File: src/hdl/gtc_pkg.sv
// Package of register map, field positions and types for the gated timer control block
package gtc_pkg;
   // ==========================================================
   // Register byte offsets
   localparam logic [7:0] ADDR_TIMER_CONTROL = 8'h00;
   localparam logic [7:0] ADDR_GATE_CONTROL = 8'h04;
   localparam logic [7:0] ADDR_COUNT_LOW = 8'h08;
   localparam logic [7:0] ADDR_COUNT_HIGH = 8'h0C;
   localparam logic [7:0] ADDR_CCP_LOW = 8'h10;
   localparam logic [7:0] ADDR_CCP_HIGH = 8'h14;
   localparam logic [7:0] ADDR_FLAGS = 8'h18;
   localparam logic [7:0] ADDR_ENABLES = 8'h1C;
   // ==========================================================
   // Timer control field positions
   localparam int TC_ON = 0;
   localparam int TC_SYNC_DIS = 2;
   localparam int TC_OSC_EN = 3;
   localparam int TC_CS_LO = 6;
   localparam int TC_CS_HI = 7;
   // Gate control field positions
   localparam int GC_SEL_LO = 0;
   localparam int GC_SEL_HI = 1;
   localparam int GC_VAL = 2;
   localparam int GC_GO = 3;
   localparam int GC_SPM = 4;
   localparam int GC_TM = 5;
   localparam int GC_POL = 6;
   localparam int GC_EN = 7;
   // Flag positions, write one to clear
   localparam int FL_OVF = 0;
   localparam int FL_GATE = 1;
   localparam int FL_CMP = 2;
   // Enable register positions
   localparam int EN_OVF_IE = 0;
   localparam int EN_GATE_IE = 1;
   localparam int EN_PERIPH_IE = 2;
   localparam int EN_GLOBAL_IE = 3;
   localparam int EN_CAPTURE = 4;
   localparam int EN_COMPARE = 5;
   localparam int EN_TRIGGER = 6;
   localparam int EN_COMP_SYNC = 7;
   // ==========================================================
   // Gate source codes
   localparam logic [1:0] SRC_PIN = 2'h0;
   localparam logic [1:0] SRC_TIMER0 = 2'h1;
   localparam logic [1:0] SRC_COMP_A = 2'h2;
   localparam logic [1:0] SRC_COMP_B = 2'h3;
   // Reset values and count limits
   localparam logic [7:0] RESET_BYTE = 8'h00;
   localparam logic [15:0] COUNT_ZERO = 16'h0000;
   localparam logic [15:0] COUNT_MAX = 16'hFFFF;
   localparam logic [15:0] COUNT_ONE = 16'h0001;
   // ==========================================================
   // Types
   typedef struct packed {
      logic gate_enable;
      logic gate_polarity;
      logic gate_toggle_mode;
      logic gate_single_pulse_mode;
      logic [1:0] gate_source_select;
   } gtc_gate_cfg_type;
   typedef struct packed {
      logic comparator_sync;
      logic compare_trigger_enable;
      logic compare_mode;
      logic capture_mode;
      logic global_irq_enable;
      logic peripheral_irq_enable;
      logic gate_event_irq_enable;
      logic overflow_irq_enable;
   } gtc_enable_type;
   typedef struct packed {
      logic overflow_irq;
      logic gate_event_irq;
      logic wake_request;
      logic compare_event;
   } gtc_event_out_type;
endpackage

File: src/hdl/gtc_gated_timer.sv
// Gated 16-bit timer with gate toggle, single pulse, flags, capture and compare, APB slave
`timescale 1ns/100ps
module gtc_gated_timer (
   input wire logic pclk,
   input wire logic presetn,
   input wire logic psel,
   input wire logic penable,
   input wire logic pwrite,
   input wire logic [7:0] paddr,
   input wire logic [31:0] pwdata,
   output logic [31:0] prdata,
   output logic pready,
   output logic pslverr,
   input wire logic count_tick,
   input wire logic gate_pin,
   input wire logic timer0_overflow,
   input wire logic comparator_a_output,
   input wire logic comparator_b_output,
   input wire logic capture_event,
   input wire logic sleep_mode,
   output gtc_pkg::gtc_event_out_type events,
   output logic low_freq_osc_run
);
   // ==========================================================
   // Declarations
   logic timer_on, sync_disable, low_freq_osc_enable;
   logic [1:0] clock_source_select;
   gtc_pkg::gtc_gate_cfg_type gate_cfg;
   gtc_pkg::gtc_enable_type en;
   logic gate_go_done;
   logic [15:0] count;
   logic [15:0] capture_compare;
   logic overflow_flag, gate_event_flag, compare_flag;
   logic pin_meta, pin_sync, cmpa_meta, cmpa_sync, cmpb_meta, cmpb_sync;
   logic cmpa_held, cmpb_held;
   logic gate_src, gate_active, gate_active_prev;
   logic toggle_ff, toggled, toggled_prev;
   logic pulse_open;
   logic gate_value_status, next_gate_value;
   logic count_enable, count_run, count_step, wrap;
   logic match, trigger_clear;
   logic wr, rd_setup, mapped;
   logic wr_tc, wr_gc, wr_cl, wr_ch, wr_pl, wr_ph, wr_fl, wr_en;
   logic [15:0] next_count;
   logic [31:0] rd_value;

   // Address decode shared by read and write paths
   function automatic logic is_mapped(input logic [7:0] a);
      is_mapped = (a == gtc_pkg::ADDR_TIMER_CONTROL) || (a == gtc_pkg::ADDR_GATE_CONTROL)
         || (a == gtc_pkg::ADDR_COUNT_LOW) || (a == gtc_pkg::ADDR_COUNT_HIGH)
         || (a == gtc_pkg::ADDR_CCP_LOW) || (a == gtc_pkg::ADDR_CCP_HIGH)
         || (a == gtc_pkg::ADDR_FLAGS) || (a == gtc_pkg::ADDR_ENABLES);
   endfunction

   // ==========================================================
   // APB slave, zero wait states
   assign pready = 1'b1;
   assign mapped = is_mapped(paddr);
   assign pslverr = psel && penable && !mapped; // Unmapped address errors
   assign wr = psel && penable && pwrite && mapped;
   assign rd_setup = psel && !penable && !pwrite;
   assign wr_tc = wr && (paddr == gtc_pkg::ADDR_TIMER_CONTROL);
   assign wr_gc = wr && (paddr == gtc_pkg::ADDR_GATE_CONTROL);
   assign wr_cl = wr && (paddr == gtc_pkg::ADDR_COUNT_LOW);
   assign wr_ch = wr && (paddr == gtc_pkg::ADDR_COUNT_HIGH);
   assign wr_pl = wr && (paddr == gtc_pkg::ADDR_CCP_LOW);
   assign wr_ph = wr && (paddr == gtc_pkg::ADDR_CCP_HIGH);
   assign wr_fl = wr && (paddr == gtc_pkg::ADDR_FLAGS);
   assign wr_en = wr && (paddr == gtc_pkg::ADDR_ENABLES);

   // Read mux, captured in setup so prdata is a flip-flop
   always_comb begin
      rd_value = 32'h0000_0000;
      case (paddr)
         gtc_pkg::ADDR_TIMER_CONTROL: begin
            rd_value[gtc_pkg::TC_ON] = timer_on;
            rd_value[gtc_pkg::TC_SYNC_DIS] = sync_disable;
            rd_value[gtc_pkg::TC_OSC_EN] = low_freq_osc_enable;
            rd_value[gtc_pkg::TC_CS_HI:gtc_pkg::TC_CS_LO] = clock_source_select;
         end
         gtc_pkg::ADDR_GATE_CONTROL: begin
            rd_value[gtc_pkg::GC_EN] = gate_cfg.gate_enable;
            rd_value[gtc_pkg::GC_POL] = gate_cfg.gate_polarity;
            rd_value[gtc_pkg::GC_TM] = gate_cfg.gate_toggle_mode;
            rd_value[gtc_pkg::GC_SPM] = gate_cfg.gate_single_pulse_mode;
            rd_value[gtc_pkg::GC_GO] = gate_go_done;
            rd_value[gtc_pkg::GC_VAL] = gate_value_status; // Live level
            rd_value[gtc_pkg::GC_SEL_HI:gtc_pkg::GC_SEL_LO] = gate_cfg.gate_source_select;
         end
         gtc_pkg::ADDR_COUNT_LOW: rd_value[7:0] = count[7:0];
         gtc_pkg::ADDR_COUNT_HIGH: rd_value[7:0] = count[15:8];
         gtc_pkg::ADDR_CCP_LOW: rd_value[7:0] = capture_compare[7:0];
         gtc_pkg::ADDR_CCP_HIGH: rd_value[7:0] = capture_compare[15:8];
         gtc_pkg::ADDR_FLAGS: begin
            rd_value[gtc_pkg::FL_OVF] = overflow_flag;
            rd_value[gtc_pkg::FL_GATE] = gate_event_flag;
            rd_value[gtc_pkg::FL_CMP] = compare_flag;
         end
         gtc_pkg::ADDR_ENABLES: rd_value[7:0] = en;
         default: rd_value = 32'h0000_0000;
      endcase
   end

   // Read data register
   always_ff @(posedge pclk or negedge presetn) begin
      if (!presetn) begin
         prdata <= 32'h0000_0000;
      end else if (rd_setup) begin
         prdata <= rd_value;
      end
   end

   // ==========================================================
   // Control registers
   always_ff @(posedge pclk or negedge presetn) begin
      if (!presetn) begin
         timer_on <= 1'b0;
         sync_disable <= 1'b0;
         low_freq_osc_enable <= 1'b0;
         clock_source_select <= 2'h0;
      end else if (wr_tc) begin
         timer_on <= pwdata[gtc_pkg::TC_ON];
         sync_disable <= pwdata[gtc_pkg::TC_SYNC_DIS];
         low_freq_osc_enable <= pwdata[gtc_pkg::TC_OSC_EN];
         clock_source_select <= pwdata[gtc_pkg::TC_CS_HI:gtc_pkg::TC_CS_LO];
      end
   end

   // Gate configuration; toggle and polarity written together are the caller's risk
   always_ff @(posedge pclk or negedge presetn) begin
      if (!presetn) begin
         gate_cfg <= '0;
      end else if (wr_gc) begin
         gate_cfg.gate_enable <= pwdata[gtc_pkg::GC_EN];
         gate_cfg.gate_polarity <= pwdata[gtc_pkg::GC_POL];
         gate_cfg.gate_toggle_mode <= pwdata[gtc_pkg::GC_TM];
         gate_cfg.gate_single_pulse_mode <= pwdata[gtc_pkg::GC_SPM];
         gate_cfg.gate_source_select <= pwdata[gtc_pkg::GC_SEL_HI:gtc_pkg::GC_SEL_LO];
      end
   end

   // Interrupt enables and capture/compare modes
   always_ff @(posedge pclk or negedge presetn) begin
      if (!presetn) begin
         en <= '0;
      end else if (wr_en) begin
         en <= pwdata[7:0];
      end
   end

   // ==========================================================
   // Input synchronisers, two flops each
   always_ff @(posedge pclk or negedge presetn) begin
      if (!presetn) begin
         pin_meta <= 1'b0;
         pin_sync <= 1'b0;
         cmpa_meta <= 1'b0;
         cmpa_sync <= 1'b0;
         cmpb_meta <= 1'b0;
         cmpb_sync <= 1'b0;
      end else begin
         pin_meta <= gate_pin;
         pin_sync <= pin_meta;
         cmpa_meta <= comparator_a_output;
         cmpa_sync <= cmpa_meta;
         cmpb_meta <= comparator_b_output;
         cmpb_sync <= cmpb_meta;
      end
   end

   // Comparator copies aligned to the timer tick when sync is chosen
   always_ff @(posedge pclk or negedge presetn) begin
      if (!presetn) begin
         cmpa_held <= 1'b0;
         cmpb_held <= 1'b0;
      end else if (count_tick) begin
         cmpa_held <= cmpa_sync;
         cmpb_held <= cmpb_sync;
      end
   end

   // ==========================================================
   // Gate source select and polarity
   always_comb begin
      case (gate_cfg.gate_source_select)
         gtc_pkg::SRC_PIN: gate_src = pin_sync;
         gtc_pkg::SRC_TIMER0: gate_src = timer0_overflow;
         gtc_pkg::SRC_COMP_A: gate_src = en.comparator_sync ? cmpa_held : cmpa_sync;
         gtc_pkg::SRC_COMP_B: gate_src = en.comparator_sync ? cmpb_held : cmpb_sync;
         default: gate_src = pin_sync;
      endcase
   end
   // Active when source level equals polarity
   assign gate_active = gate_cfg.gate_polarity ? gate_src : !gate_src;

   // Toggle flip-flop on each incrementing gate edge
   always_ff @(posedge pclk or negedge presetn) begin
      if (!presetn) begin
         gate_active_prev <= 1'b0;
         toggle_ff <= 1'b0;
      end else begin
         gate_active_prev <= gate_active;
         if (!gate_cfg.gate_toggle_mode || !timer_on) begin
            toggle_ff <= 1'b0; // Held clear so the measured edge is known
         end else if (gate_active && !gate_active_prev) begin
            toggle_ff <= !toggle_ff; // One full source period per high phase
         end
      end
   end
   assign toggled = gate_cfg.gate_toggle_mode ? toggle_ff : gate_active;

   // ==========================================================
   // Single pulse window; toggle feeds it for one-period capture
   always_ff @(posedge pclk or negedge presetn) begin
      if (!presetn) begin
         toggled_prev <= 1'b0;
         pulse_open <= 1'b0;
      end else begin
         toggled_prev <= toggled;
         if (!gate_cfg.gate_single_pulse_mode || !gate_go_done) begin
            pulse_open <= 1'b0; // Further gate events ignored
         end else if (toggled && !toggled_prev) begin
            pulse_open <= 1'b1; // Opens at next incrementing edge
         end else if (!toggled && toggled_prev) begin
            pulse_open <= 1'b0;
         end
      end
   end

   // Gate value seen by counter and status
   always_comb begin
      if (gate_cfg.gate_single_pulse_mode) begin
         next_gate_value = gate_go_done && toggled && (pulse_open || !toggled_prev);
      end else begin
         next_gate_value = toggled;
      end
   end

   always_ff @(posedge pclk or negedge presetn) begin
      if (!presetn) begin
         gate_value_status <= 1'b0;
      end else begin
         gate_value_status <= next_gate_value; // Tracked regardless of gate enable
      end
   end

   // Go/done; a software write in the same cycle beats the hardware clear
   always_ff @(posedge pclk or negedge presetn) begin
      if (!presetn) begin
         gate_go_done <= 1'b0;
      end else if (wr_gc) begin
         gate_go_done <= pwdata[gtc_pkg::GC_GO];
      end else if (gate_cfg.gate_single_pulse_mode && pulse_open && !toggled) begin
         gate_go_done <= 1'b0; // Cleared at trailing edge
      end
   end

   // ==========================================================
   // Count enable and stepping
   // Sleep counting only when unsynchronised
   assign count_run = timer_on && (!sleep_mode || sync_disable);
   assign count_enable = count_run && (!gate_cfg.gate_enable || gate_value_status);
   assign count_step = count_tick && count_enable;
   assign wrap = count_step && (count == gtc_pkg::COUNT_MAX);
   assign match = en.compare_mode && (count == capture_compare);
   assign trigger_clear = match && en.compare_trigger_enable && count_tick;

   // Next count; byte writes beat the trigger clear
   always_comb begin
      next_count = count;
      if (trigger_clear) begin
         next_count = gtc_pkg::COUNT_ZERO; // Compare register acts as period
      end else if (count_step) begin
         next_count = count + gtc_pkg::COUNT_ONE; // Wraps to zero
      end
      if (wr_cl) begin
         next_count[7:0] = pwdata[7:0];
      end
      if (wr_ch) begin
         next_count[15:8] = pwdata[7:0];
      end
   end

   always_ff @(posedge pclk or negedge presetn) begin
      if (!presetn) begin
         count <= gtc_pkg::COUNT_ZERO;
      end else begin
         count <= next_count;
      end
   end

   // Capture/compare register; hardware capture wins over a software write
   always_ff @(posedge pclk or negedge presetn) begin
      if (!presetn) begin
         capture_compare <= gtc_pkg::COUNT_ZERO;
      end else if (en.capture_mode && capture_event) begin
         capture_compare <= count;
      end else begin
         if (wr_pl) begin
            capture_compare[7:0] <= pwdata[7:0];
         end
         if (wr_ph) begin
            capture_compare[15:8] <= pwdata[7:0];
         end
      end
   end

   // ==========================================================
   // Sticky flags, write one to clear, set wins over clear
   always_ff @(posedge pclk or negedge presetn) begin
      if (!presetn) begin
         overflow_flag <= 1'b0;
         gate_event_flag <= 1'b0;
         compare_flag <= 1'b0;
      end else begin
         // Trigger clear is not a wrap, so no overflow flag
         overflow_flag <= (overflow_flag && !(wr_fl && pwdata[gtc_pkg::FL_OVF]))
            || (wrap && !trigger_clear);
         // Falling gate value, gate enable not consulted
         gate_event_flag <= (gate_event_flag && !(wr_fl && pwdata[gtc_pkg::FL_GATE]))
            || (gate_value_status && !next_gate_value);
         compare_flag <= (compare_flag && !(wr_fl && pwdata[gtc_pkg::FL_CMP]))
            || (match && count_tick);
      end
   end

   // ==========================================================
   // Interrupt requests, wake and compare event; one process owns the whole struct
   always_ff @(posedge pclk or negedge presetn) begin
      if (!presetn) begin
         events <= '0;
      end else begin
         events.compare_event <= match && count_tick; // One cycle per matching tick
         events.overflow_irq <= overflow_flag && timer_on && en.overflow_irq_enable
            && en.peripheral_irq_enable && en.global_irq_enable;
         events.gate_event_irq <= gate_event_flag && en.gate_event_irq_enable
            && en.peripheral_irq_enable && en.global_irq_enable;
         // Wake needs no global enable; that only decides on the service call
         events.wake_request <= sleep_mode && overflow_flag && timer_on && sync_disable
            && en.overflow_irq_enable && en.peripheral_irq_enable;
      end
   end

   // Oscillator run ignores sleep and sync disable
   always_ff @(posedge pclk or negedge presetn) begin
      if (!presetn) begin
         low_freq_osc_run <= 1'b0;
      end else begin
         low_freq_osc_run <= low_freq_osc_enable;
      end
   end
endmodule

File: config.mk
export PLATFORM = sky130hd
export DESIGN_NAME = gtc_gated_timer
export DESIGN_NICKNAME = d
export VERILOG_FILES = /design/src/hdl/gtc_pkg.sv /design/src/hdl/gtc_gated_timer.sv
export SDC_FILE = /design/constraint.sdc
export NUM_CORES = 1
export LEC_CHECK = 0
export BUFFER_PORTS_ARGS = -buffer_cell sky130_fd_sc_hd__buf_2
export CAP_MARGIN = 5
export CORE_MARGIN = 2
export CORE_UTILIZATION = 51
export DETAILED_ROUTE_END_ITERATION = 8
export GPL_TIMING_DRIVEN = 0
export PLACE_DENSITY = 0.77
export RECOVER_POWER = 50
export SYNTH_ARGS = -nofsm -noshare
export SYNTH_HDL_FRONTEND = slang
export SYNTH_SLANG_ARGS = --single-unit
File: constraint.sdc
create_clock -name pclk -period 1.7 [get_ports pclk]
set_clock_uncertainty 0.1 [all_clocks]
set_input_delay 0.255 -clock pclk [delete_from_list [all_inputs] [get_ports pclk]]
set_output_delay 0.255 -clock pclk [all_outputs]
set_load 0.02 [all_outputs]
After elaboration in Yosys (flattened, before gate mapping)
Index checks and enable logic that the tools add are counted.
{"block": "op_classes", "addsub": 1, "eq_ne": 12, "n_mux": 26, "n_reduce_logical": 93}
{"op": "$logic_and 1x1->1", "n": 50}
{"op": "$mux 16", "n": 3}
{"op": "$eq 8x5->1 const B", "n": 4}
{"op": "$mux 8", "n": 4}
{"op": "$logic_not 1->1", "n": 19}
{"op": "$add 16x1->16 const B", "n": 1}
{"op": "$eq 16x16->1", "n": 1}
{"op": "$eq 16x16->1 const B", "n": 1}
{"op": "$eq 8x4->1 const B", "n": 2}
{"op": "$pmux 1 s8", "n": 2}
{"op": "$logic_or 1x1->1", "n": 15}
{"op": "$pmux 1 s7", "n": 2}
{"op": "$pmux 2 s7", "n": 1}
{"op": "$mux 1", "n": 12}
{"op": "$pmux 2 s6", "n": 1}
{"op": "$reduce_bool 3->1", "n": 3}
{"op": "$eq 8x3->1 const B", "n": 1}
{"op": "$logic_not 8->1", "n": 1}
{"op": "$reduce_bool 2->1", "n": 4}
{"op": "$eq 2x2->1 const B", "n": 2}
{"op": "$pmux 1 s4", "n": 1}
{"op": "$eq 2x1->1 const B", "n": 1}
{"op": "$logic_not 2->1", "n": 1}
{"block": "totals", "register_bits": 81, "inputBits": 52, "word_cells": 176}

Logic depth before layout (Yosys ltp)
Gate-level depths: netlist of the first run.
{"block": "logic_depth", "ltp_word": 14, "ltp_mapped": 7, "mapped_depth_nobuf": 5}

Worst setup path after synthesis of the first run
OpenSTA, ideal clock, no wires.
{"block": "synth_path", "path_type": "register to register", "start": "register count[12]", "end": "register count[1]", "setup_ns": 0.137, "arrival_time_ns": 1.572, "t_required_ns": 1.463, "setup_slack_ns": -0.109, "path_stages_with_launch": 8, "path_buffers": 2, "synth_period_minus_slack_ns": 1.809, "path_cell_list": "dfrtp_1 > buf_2 > xor2_1 > nor4_1 > nand4_1 > nor3_2 > buf_2 > o31ai_1"}
{"block": "synth_between", "elab_chain_len": 6, "elab_cells_between_ends": 7, "classes_between": "eq/ne (1); mux (2); reduce/logical (4)"}
{"element": "from (decl)", "line": "gtc_gated_timer.sv:31", "rtl": "logic [15:0] count;"}
{"element": "from (signal assigned)", "line": "gtc_gated_timer.sv:286", "rtl": "count <= gtc_pkg::COUNT_ZERO;"}
{"element": "from (signal assigned)", "line": "gtc_gated_timer.sv:288", "rtl": "count <= next_count;"}
{"element": "$eq 16x16->1 *", "line": "gtc_gated_timer.sv:265", "rtl": "assign match = en.compare_mode && (count == capture_compare);"}
{"element": "$logic_and 1x1->1 *", "line": "gtc_gated_timer.sv:265"}
{"element": "$logic_and 1x1->1 * (2 in series)", "line": "gtc_gated_timer.sv:266", "rtl": "assign trigger_clear = match && en.compare_trigger_enable && count_tick;"}
{"element": "$mux 16", "line": "gtc_gated_timer.sv:271", "rtl": "if (trigger_clear) begin"}
{"element": "$mux 8", "line": "gtc_gated_timer.sv:276", "rtl": "if (wr_cl) begin"}
Mark *: on every way between the ends. The rest lies on a longest branch, timed or not.
A chain may end at the register's enable or synchronous reset.

Final worst setup path of the first run
{"block": "layout_path", "start": "register count[7]", "end": "register count[6]"}
The elaborated chain is that of the path after synthesis.

==> results of run 1 <==
stage by stage:
stage               utilization  power (W)
floorplan                     -    0.00234
global route              0.654    0.00408
CTS                       0.636    0.00392
detailed placement        0.581    0.00254
global placement          0.578    0.00252
finish                    0.654    0.00393
power by group through the flow:
stage | clock network, W | logic [W] | registers, W
3_3_place_gp | 0 | 0.000475 | 0.00205
2_1_floorplan | 0 | 0.000280 | 0.00206
3_5_place_dp | 0 | 0.000492 | 0.00205
4_1_cts | 0.00138 | 0.000524 | 0.00201
6_report | 0.00137 | 0.000546 | 0.00202
5_1_grt | 0.00146 | 0.000592 | 0.00202
timing repair:
item,in CTS,in global routing
resized for setup,38,45
pin swaps,19,14
endpoints found under the hold margin,36,0
hold buffers,4,0
setup buffers,20,8
gates cloned,0,1
setup endpoints to repair,38,46
flip-flops by register name, summed over array words and instances (netlist names), 2 cells and up:
| register | count |
|---|---|
| gate_cfg | 6 |
| clock_source_select | 2 |
| events | 4 |
| count | 16 |
| en | 8 |
| prdata | 8 |
| capture_compare | 16 |
cell type report:
cell class                 count  area, um2
multi-input combinational    356       2770
buffer                        48        350
sequential                    81       2040
timing repair buffer          70        492
clock buffer                   9        124
inverter                      11       41.3
fill                         708       3200
tap                          129        161
clock inverter                 7       60.1
worst min-delay path by stage:
| stage | from | to | slack, ns | cells after the start |
|---|---|---|---|---|
| after CTS | sleep_mode | events[1]$_DFF_PN0_ | 0.04 | 3 |
| after global routing | sleep_mode | events[1]$_DFF_PN0_ | 0.07 | 3 |
| after global placement | cmpa_meta$_DFF_PN0_ | cmpa_sync$_DFF_PN0_ | 0.24 | 0 |
| final | sleep_mode | events[1]$_DFF_PN0_ | 0.05 | 3 |
| after floorplan | presetn | capture_compare[0]$_DFFE_PN0P_ | -0.14 | 0 |
| after detailed placement | presetn | count[3]$_DFFE_PN0P_ | 0.14 | 1 |
layer usage:
metal	routed length [um]	part of all wire	vias to the layer above	global-route usage
met1	5650	0.39	2070	0.377
li1	-	-	1880	-
met4	493	0.034	0	0.110
met2	6850	0.47	248	0.450
met5	0	0	-	0
met3	1440	0.10	48	0.0669
worst reg2reg max path: cells and delay by family, from the launching register on:
family | cells | cell delay (ns)
XOR/XNOR | 1 | 0.16
flip-flops | 1 | 0.38
AND/OR/NAND/NOR | 3 | 0.81
AO/OA/AOI/OAI | 1 | 0.09
buffers and inverters | 2 | 0.32
layout by cell type, fill, tap and decap left out, drive strengths merged, types with 9 or more instances in the layout:
cell type | synthesis | routed
mux2i | 24 | 24
nor4 | 10 | 10
inv | 11 | 15
a21oi | 14 | 14
xnor2 | 15 | 15
mux2 | 31 | 31
xor2 | 14 | 14
o31ai | 13 | 13
nor2 | 18 | 18
dfrtp | 81 | 81
buf | 41 | 103
nand3 | 12 | 12
nand2 | 53 | 53
nor3 | 9 | 9
clkbuf | 11 | 20
o21ai | 29 | 29
nand4 | 15 | 15
conb | 2 | 25
cells by family (layout without fill, tap and decap cells):
| logic type | after synthesis | count (layout) | share of synthesized area |
|---|---|---|---|
| compound gates | 83 | 83 | 0.110 |
| xor+xnor | 29 | 29 | 0.0537 |
| fa+ha+maj | 1 | 1 | 0.00257 |
| buf+inv | 63 | 145 | 0.0741 |
| flops | 81 | 81 | 0.417 |
| mux | 59 | 59 | 0.142 |
| other cells | 2 | 25 | 0.00154 |
| simple gates | 159 | 159 | 0.200 |
==> summary.md, run 1 <==
| Metric | Value |
|---|---|
| Status | `finished with violations` |
| Failing checks | `negative setup slack` |
| Largest net degree at the start of global routing | `49` |
| Post-synthesis cell area | `~0.0049 mm2` |
| Syn. warnings | `0` |
| NetSw | `0.00119 W` |
| DP HPWL | `between 9000 and 10000 um` |
| Fin. Hold Viols | `0` |
| TritonCTS Sinks | `81` |
| Buffers on Ports | `39` |
| Slew HR | `0.399` |
| Layout area overhead | `24.2%` |
| PwrDens | `650 mW/mm2` |
| RSZ-0062 raised after global routing | `true` |
| Vias per inst | `5.97` |
| Syn Inst Count | `477` |
| IO Pins | `91` |
| Worst r2r dst | `count[6]$_DFFE_PN0P_` |
| CP dominant cell by count | `buf_6` |
| Post-route minimum period | `between 1.5 and 2 ns` |
| Initial antenna violation count | `0` |
| WP data arrival | `2.10 ns` |
| Cells after DPL | `669` |
| Core ar. | `0.00924 mm2` |
| R2r startpoint | `count[7]$_DFFE_PN0P_` |
| Slowest cell on crit path | `dfrtp_1` |
| CTS tree | `built` |
| Synth async-reset ratio | `1.00` |
| Hold crit path type | `input pin to register` |
| Antenna viol nets, final | `0` |
| Post-route cell area | `0.00604 mm2` |
| DRT Pass-1 Iters | `6` |
| Clk pwr share | `0.348` |
| Dpl cell area | `~0.0054 mm2` |
| Register area share after synthesis | `0.417` |
| Setup WS post-layout | `-0.264 ns` |
| First-pass GRT wire length | `21800 um` |
| Drt wl/cell | `about 20 um` |
| Gr ovfl total | `0` |
| Worst hold margin | `0.0500 ns` |
| Lkg Pwr | `2.66 nW` |
| Die ar. | `0.0103 mm2` |
| CP Cell Sequence | `buf_6 -> xor2_1 -> nor4_2 -> nand3b_1 -> nor3_4 -> buf_6 -> o31ai_1` |
| Clock-pin transition on the worst setup and hold timing paths | `around 0.09 ns` |
| Top cells by area in the synthesized netlist | `dfrtp_1, mux2_2, mux2i_1` |
| Finished Layout Cells | `711` |
| Area share of the largest cell type after synthesis | `0.417` |
| Fraction of layout cells with a size suffix above 1 | `0.371` |
| CP max FO | `8` |
| CTS HTree Levels | `3` |
| Cts bufs inserted | `9` |
| Worst-Skew Late Latency | `0.36 ns` |
| WP depth | `7` |
| Clock Path Buffers | `2` |
| Post-synth EDFFs | `0` |
| Initial core utilization | `0.527` |
| Total wire length | `14400 um` |
| Vias in the first global route | `3958` |
| Layout Nets | `630` |
| Logic gate share of total power | `0.139` |
| Worst R2R Path Depth | `7` |
| Flop pwr share | `0.513` |
| Setup WS pre-CTS | `-0.479 ns` |
| Max IR drop VDD | `0.000622 V` |
| Die Span Y | `between 100 and 150 um` |
| Max-cap violation count | `0` |
| Synth Register Bits | `81` |
| # diodes | `0` |
| Setup-failing EPs final | `25` |
| Upper clock frequency limit | `0.509 GHz` |
| First-iteration detailed-routing DRC count | `between 400 and 500` |
| Critical path capture point type | `register` |
| Most common cell in the synthesized netlist | `dfrtp_1` |
| CP peak stage delay | `0.38 ns` |
| Syn avg cell area | `10.2 um2` |
| Commonest cells in the netlist | `dfrtp_1, nand2_1, mux2_2` |
| Post-synth cell types | `68` |
| Flop-to-flop setup slack | `-0.26 ns` |
| Critical path launch point | `count[7]$_DFFE_PN0P_` |
| Setup TNS | `-5.00 ns` |
| CP bufs+invs | `2` |
| DRC viols | `0` |
| Final period util | `1.16` |
| CTS root buffer | `clkbuf_8` |
| Vias | `between 4k and 5k` |
| Synth area leader | `dfrtp_1` |
| Most used DFF post-synth | `dfrtp_1` |
| Crit path max-delay family | `simple AND/OR/NAND/NOR gates` |
| CP startpoint kind | `register` |
| Overall die width | `102 um` |
| Worst EP required | `about 1.8 ns` |
| Total internal power | `0.00274 W` |
| Setup CP Type | `register to register` |
| Worst-Margin Slew | `0.901 ns` |
| Row count | `35` |
| CP endpoint | `count[6]$_DFFE_PN0P_` |
| Global router's overall resource usage | `0.284` |
| Pins Over Slew Limit | `0` |
| Switching Share | `0.303` |
| GPL Wtd Cong | `0.927` |
Note: power is estimated with default switching activity, not from simulation.
==> inputs of run 2 (changes only) <==
- HOLD_SLACK_MARGIN: default -> 0.1
==> summary.md, run 2 (synthesis gave the netlist of run 1 again) <==
| Metric | Value |
|---|---|
| Slew HR | `0.394` |
| Upper clock frequency limit | `0.508 GHz` |
| IO Pins | `91` |
| First-iteration detailed-routing DRC count | `405` |
| Post-route cell area | `slightly above 0.006 mm2` |
| Switching Share | `0.304` |
| CTS root buffer | `clkbuf_8` |
| Core ar. | `around 0.0092 mm2` |
| Cts bufs inserted | `9` |
| Clk pwr share | `0.349` |
| DRT Pass-1 Iters | `6` |
| Status | `finished with violations` |
| Lkg Pwr | `2.67 nW` |
| Flop pwr share | `0.512` |
| CTS HTree Levels | `3` |
| Logic gate share of total power | `0.139` |
| Setup CP Type | `register to register` |
| Failing checks | `negative setup slack` |
| Global router's overall resource usage | `0.284` |
| TritonCTS Sinks | `81` |
| # diodes | `0` |
| RSZ-0062 raised after global routing | `true` |
| Vias | `between 4k and 5k` |
| Fin. Hold Viols | `0` |
| Final period util | `1.16` |
| Layout Nets | `about 630` |
| Drt wl/cell | `20.3 um` |
| Dpl cell area | `0.00537 mm2` |
| Hold crit path type | `input pin to register` |
| Pins Over Slew Limit | `0` |
| Critical path capture point type | `register` |
| CP startpoint kind | `register` |
| Worst EP required | `between 1.5 and 2 ns` |
| Buffers on Ports | `39` |
| Total internal power | `roughly 0.0027 W` |
| Setup WS post-layout | `-0.270 ns` |
| Clock-pin transition on the worst setup and hold timing paths | `roughly 0.1 ns` |
| NetSw | `0.00120 W` |
| Antenna viol nets, final | `0` |
| Initial core utilization | `0.527` |
| Post-layout utilization of the core | `0.655` |
| Layout area overhead | `24.4%` |
| Gr ovfl total | `0` |
| Top flop regs | `capture_compare (16), count (16)` |
| PwrDens | `~650 mW/mm2` |
| Max IR drop VDD | `a little over 0.0006 V` |
| Worst-Margin Slew | `0.910 ns` |
| Max-cap violation count | `0` |
| Total wire length | `14500 um` |
| Most common cell after layout, fill and taps aside | `dfrtp_1` |
| GPL Wtd Cong | `0.927` |
| Vias per inst | `5.99` |
| Setup-failing EPs final | `26` |
| Setup WS pre-CTS | `-0.479 ns` |
| Largest net degree at the start of global routing | `49` |
| Fraction of layout cells with a size suffix above 1 | `0.370` |
| Commonest non-fill, non-tap cells in the layout | `dfrtp_1, nand2_1, buf_4, buf_2, mux2_2` |
| CP max FO | `5` |
| WP data arrival | `2.12 ns` |
| Post-route minimum period | `1.97 ns` |
| Clock Path Buffers | `2` |
| Row count | `35` |
| Overall die width | `102 um` |
| Initial antenna violation count | `0` |
| DRC viols | `0` |
| DP HPWL | `9820 um` |
| Vias in the first global route | `3961` |
| Worst-Skew Late Latency | `0.37 ns` |
| First-pass GRT wire length | `21800 um` |
| Die ar. | `approximately 0.010 mm2` |
| CTS tree | `built` |
| Die Span Y | `102 um` |
[run 2: changes by cell type in the layout (fill, tap and decap cells not counted), sizes merged]
cell,before,now
dlygate4sd3,4,5
[run 2: what timing repair did]
item / in CTS / in global routing
buffers inserted: 20 / 8
hold endpoints to repair: 37 / 0
gates cloned: 0 / 1
endpoints found under the setup margin: 38 / 46
hold buffers: 5 / 0
pin swaps: 19 / 14
resized for setup: 38 / 45
[run 2: routing by layer]
metal	vias to the layer above	wire, um	track usage
met2	258	6890	0.450
met5	-	0	0
li1	1885	-	-
met3	49	1450	0.0669
met1	2073	5640	0.378
met4	0	491	0.110
[run 2: worst max-delay path, cell delays in order, from the launching register on]
cell	delay [ns]
dfrtp_1	0.39
buf_6	0.13
xor2_2	0.14
nor4_2	0.33
nand3b_1	0.20
nor3_4	0.30
buf_6	0.17
o31ai_1	0.08
[run 2: worst paths after layout]
| kind | depth (start not counted) | end | from | slack, ns |
|---|---|---|---|---|
| max | 7 | count[6]$_DFFE_PN0P_ | count[9]$_DFFE_PN0P_ | -0.27 |
| min | 3 | count[1]$_DFFE_PN0P_ | pwdata[1] | 0.13 |
| max reg2reg | 7 | count[6]$_DFFE_PN0P_ | count[9]$_DFFE_PN0P_ | -0.27 |
| min reg2reg | 0 | cmpb_sync$_DFF_PN0_ | cmpb_meta$_DFF_PN0_ | 0.26 |
| max in group asynchronous | 3 | count[13]$_DFFE_PN0P_ | presetn | 0.17 |
| min in group asynchronous | 2 | count[4]$_DFFE_PN0P_ | presetn | 0.45 |
[run 2: final cells by class]
type | count | area (um2)
tap | 129 | 161
clock inverter | 7 | 60.1
buffer | 48 | 350
multi-input combinational | 356 | 2770
fill | 708 | 3190
timing repair buffer | 71 | 502
inverter | 11 | 41.3
clock buffer | 9 | 124
sequential | 81 | 2040
[run 2: per-stage QoR]
step,power (W),hold slack [ns],instances,TNS [ns]
final,0.00394,0.131,712,-5.02
after global routing,0.00408,0.124,712,-7.25
after CTS,0.00392,0.109,707,-3.26
after detailed placement,0.00254,0.139,669,-22.56
after global placement,0.00252,0.239,668,-48.51
after floorplan,0.00234,-0.141,500,-0.840
[run 2: power by group through the flow]
stage               combinational, W  clock [W]  sequential, W
global placement            0.000475          0        0.00205
floorplan                   0.000280          0        0.00206
global route                0.000593    0.00146        0.00202
detailed placement          0.000492          0        0.00205
CTS                         0.000526    0.00138        0.00201
finish                      0.000548    0.00137        0.00202
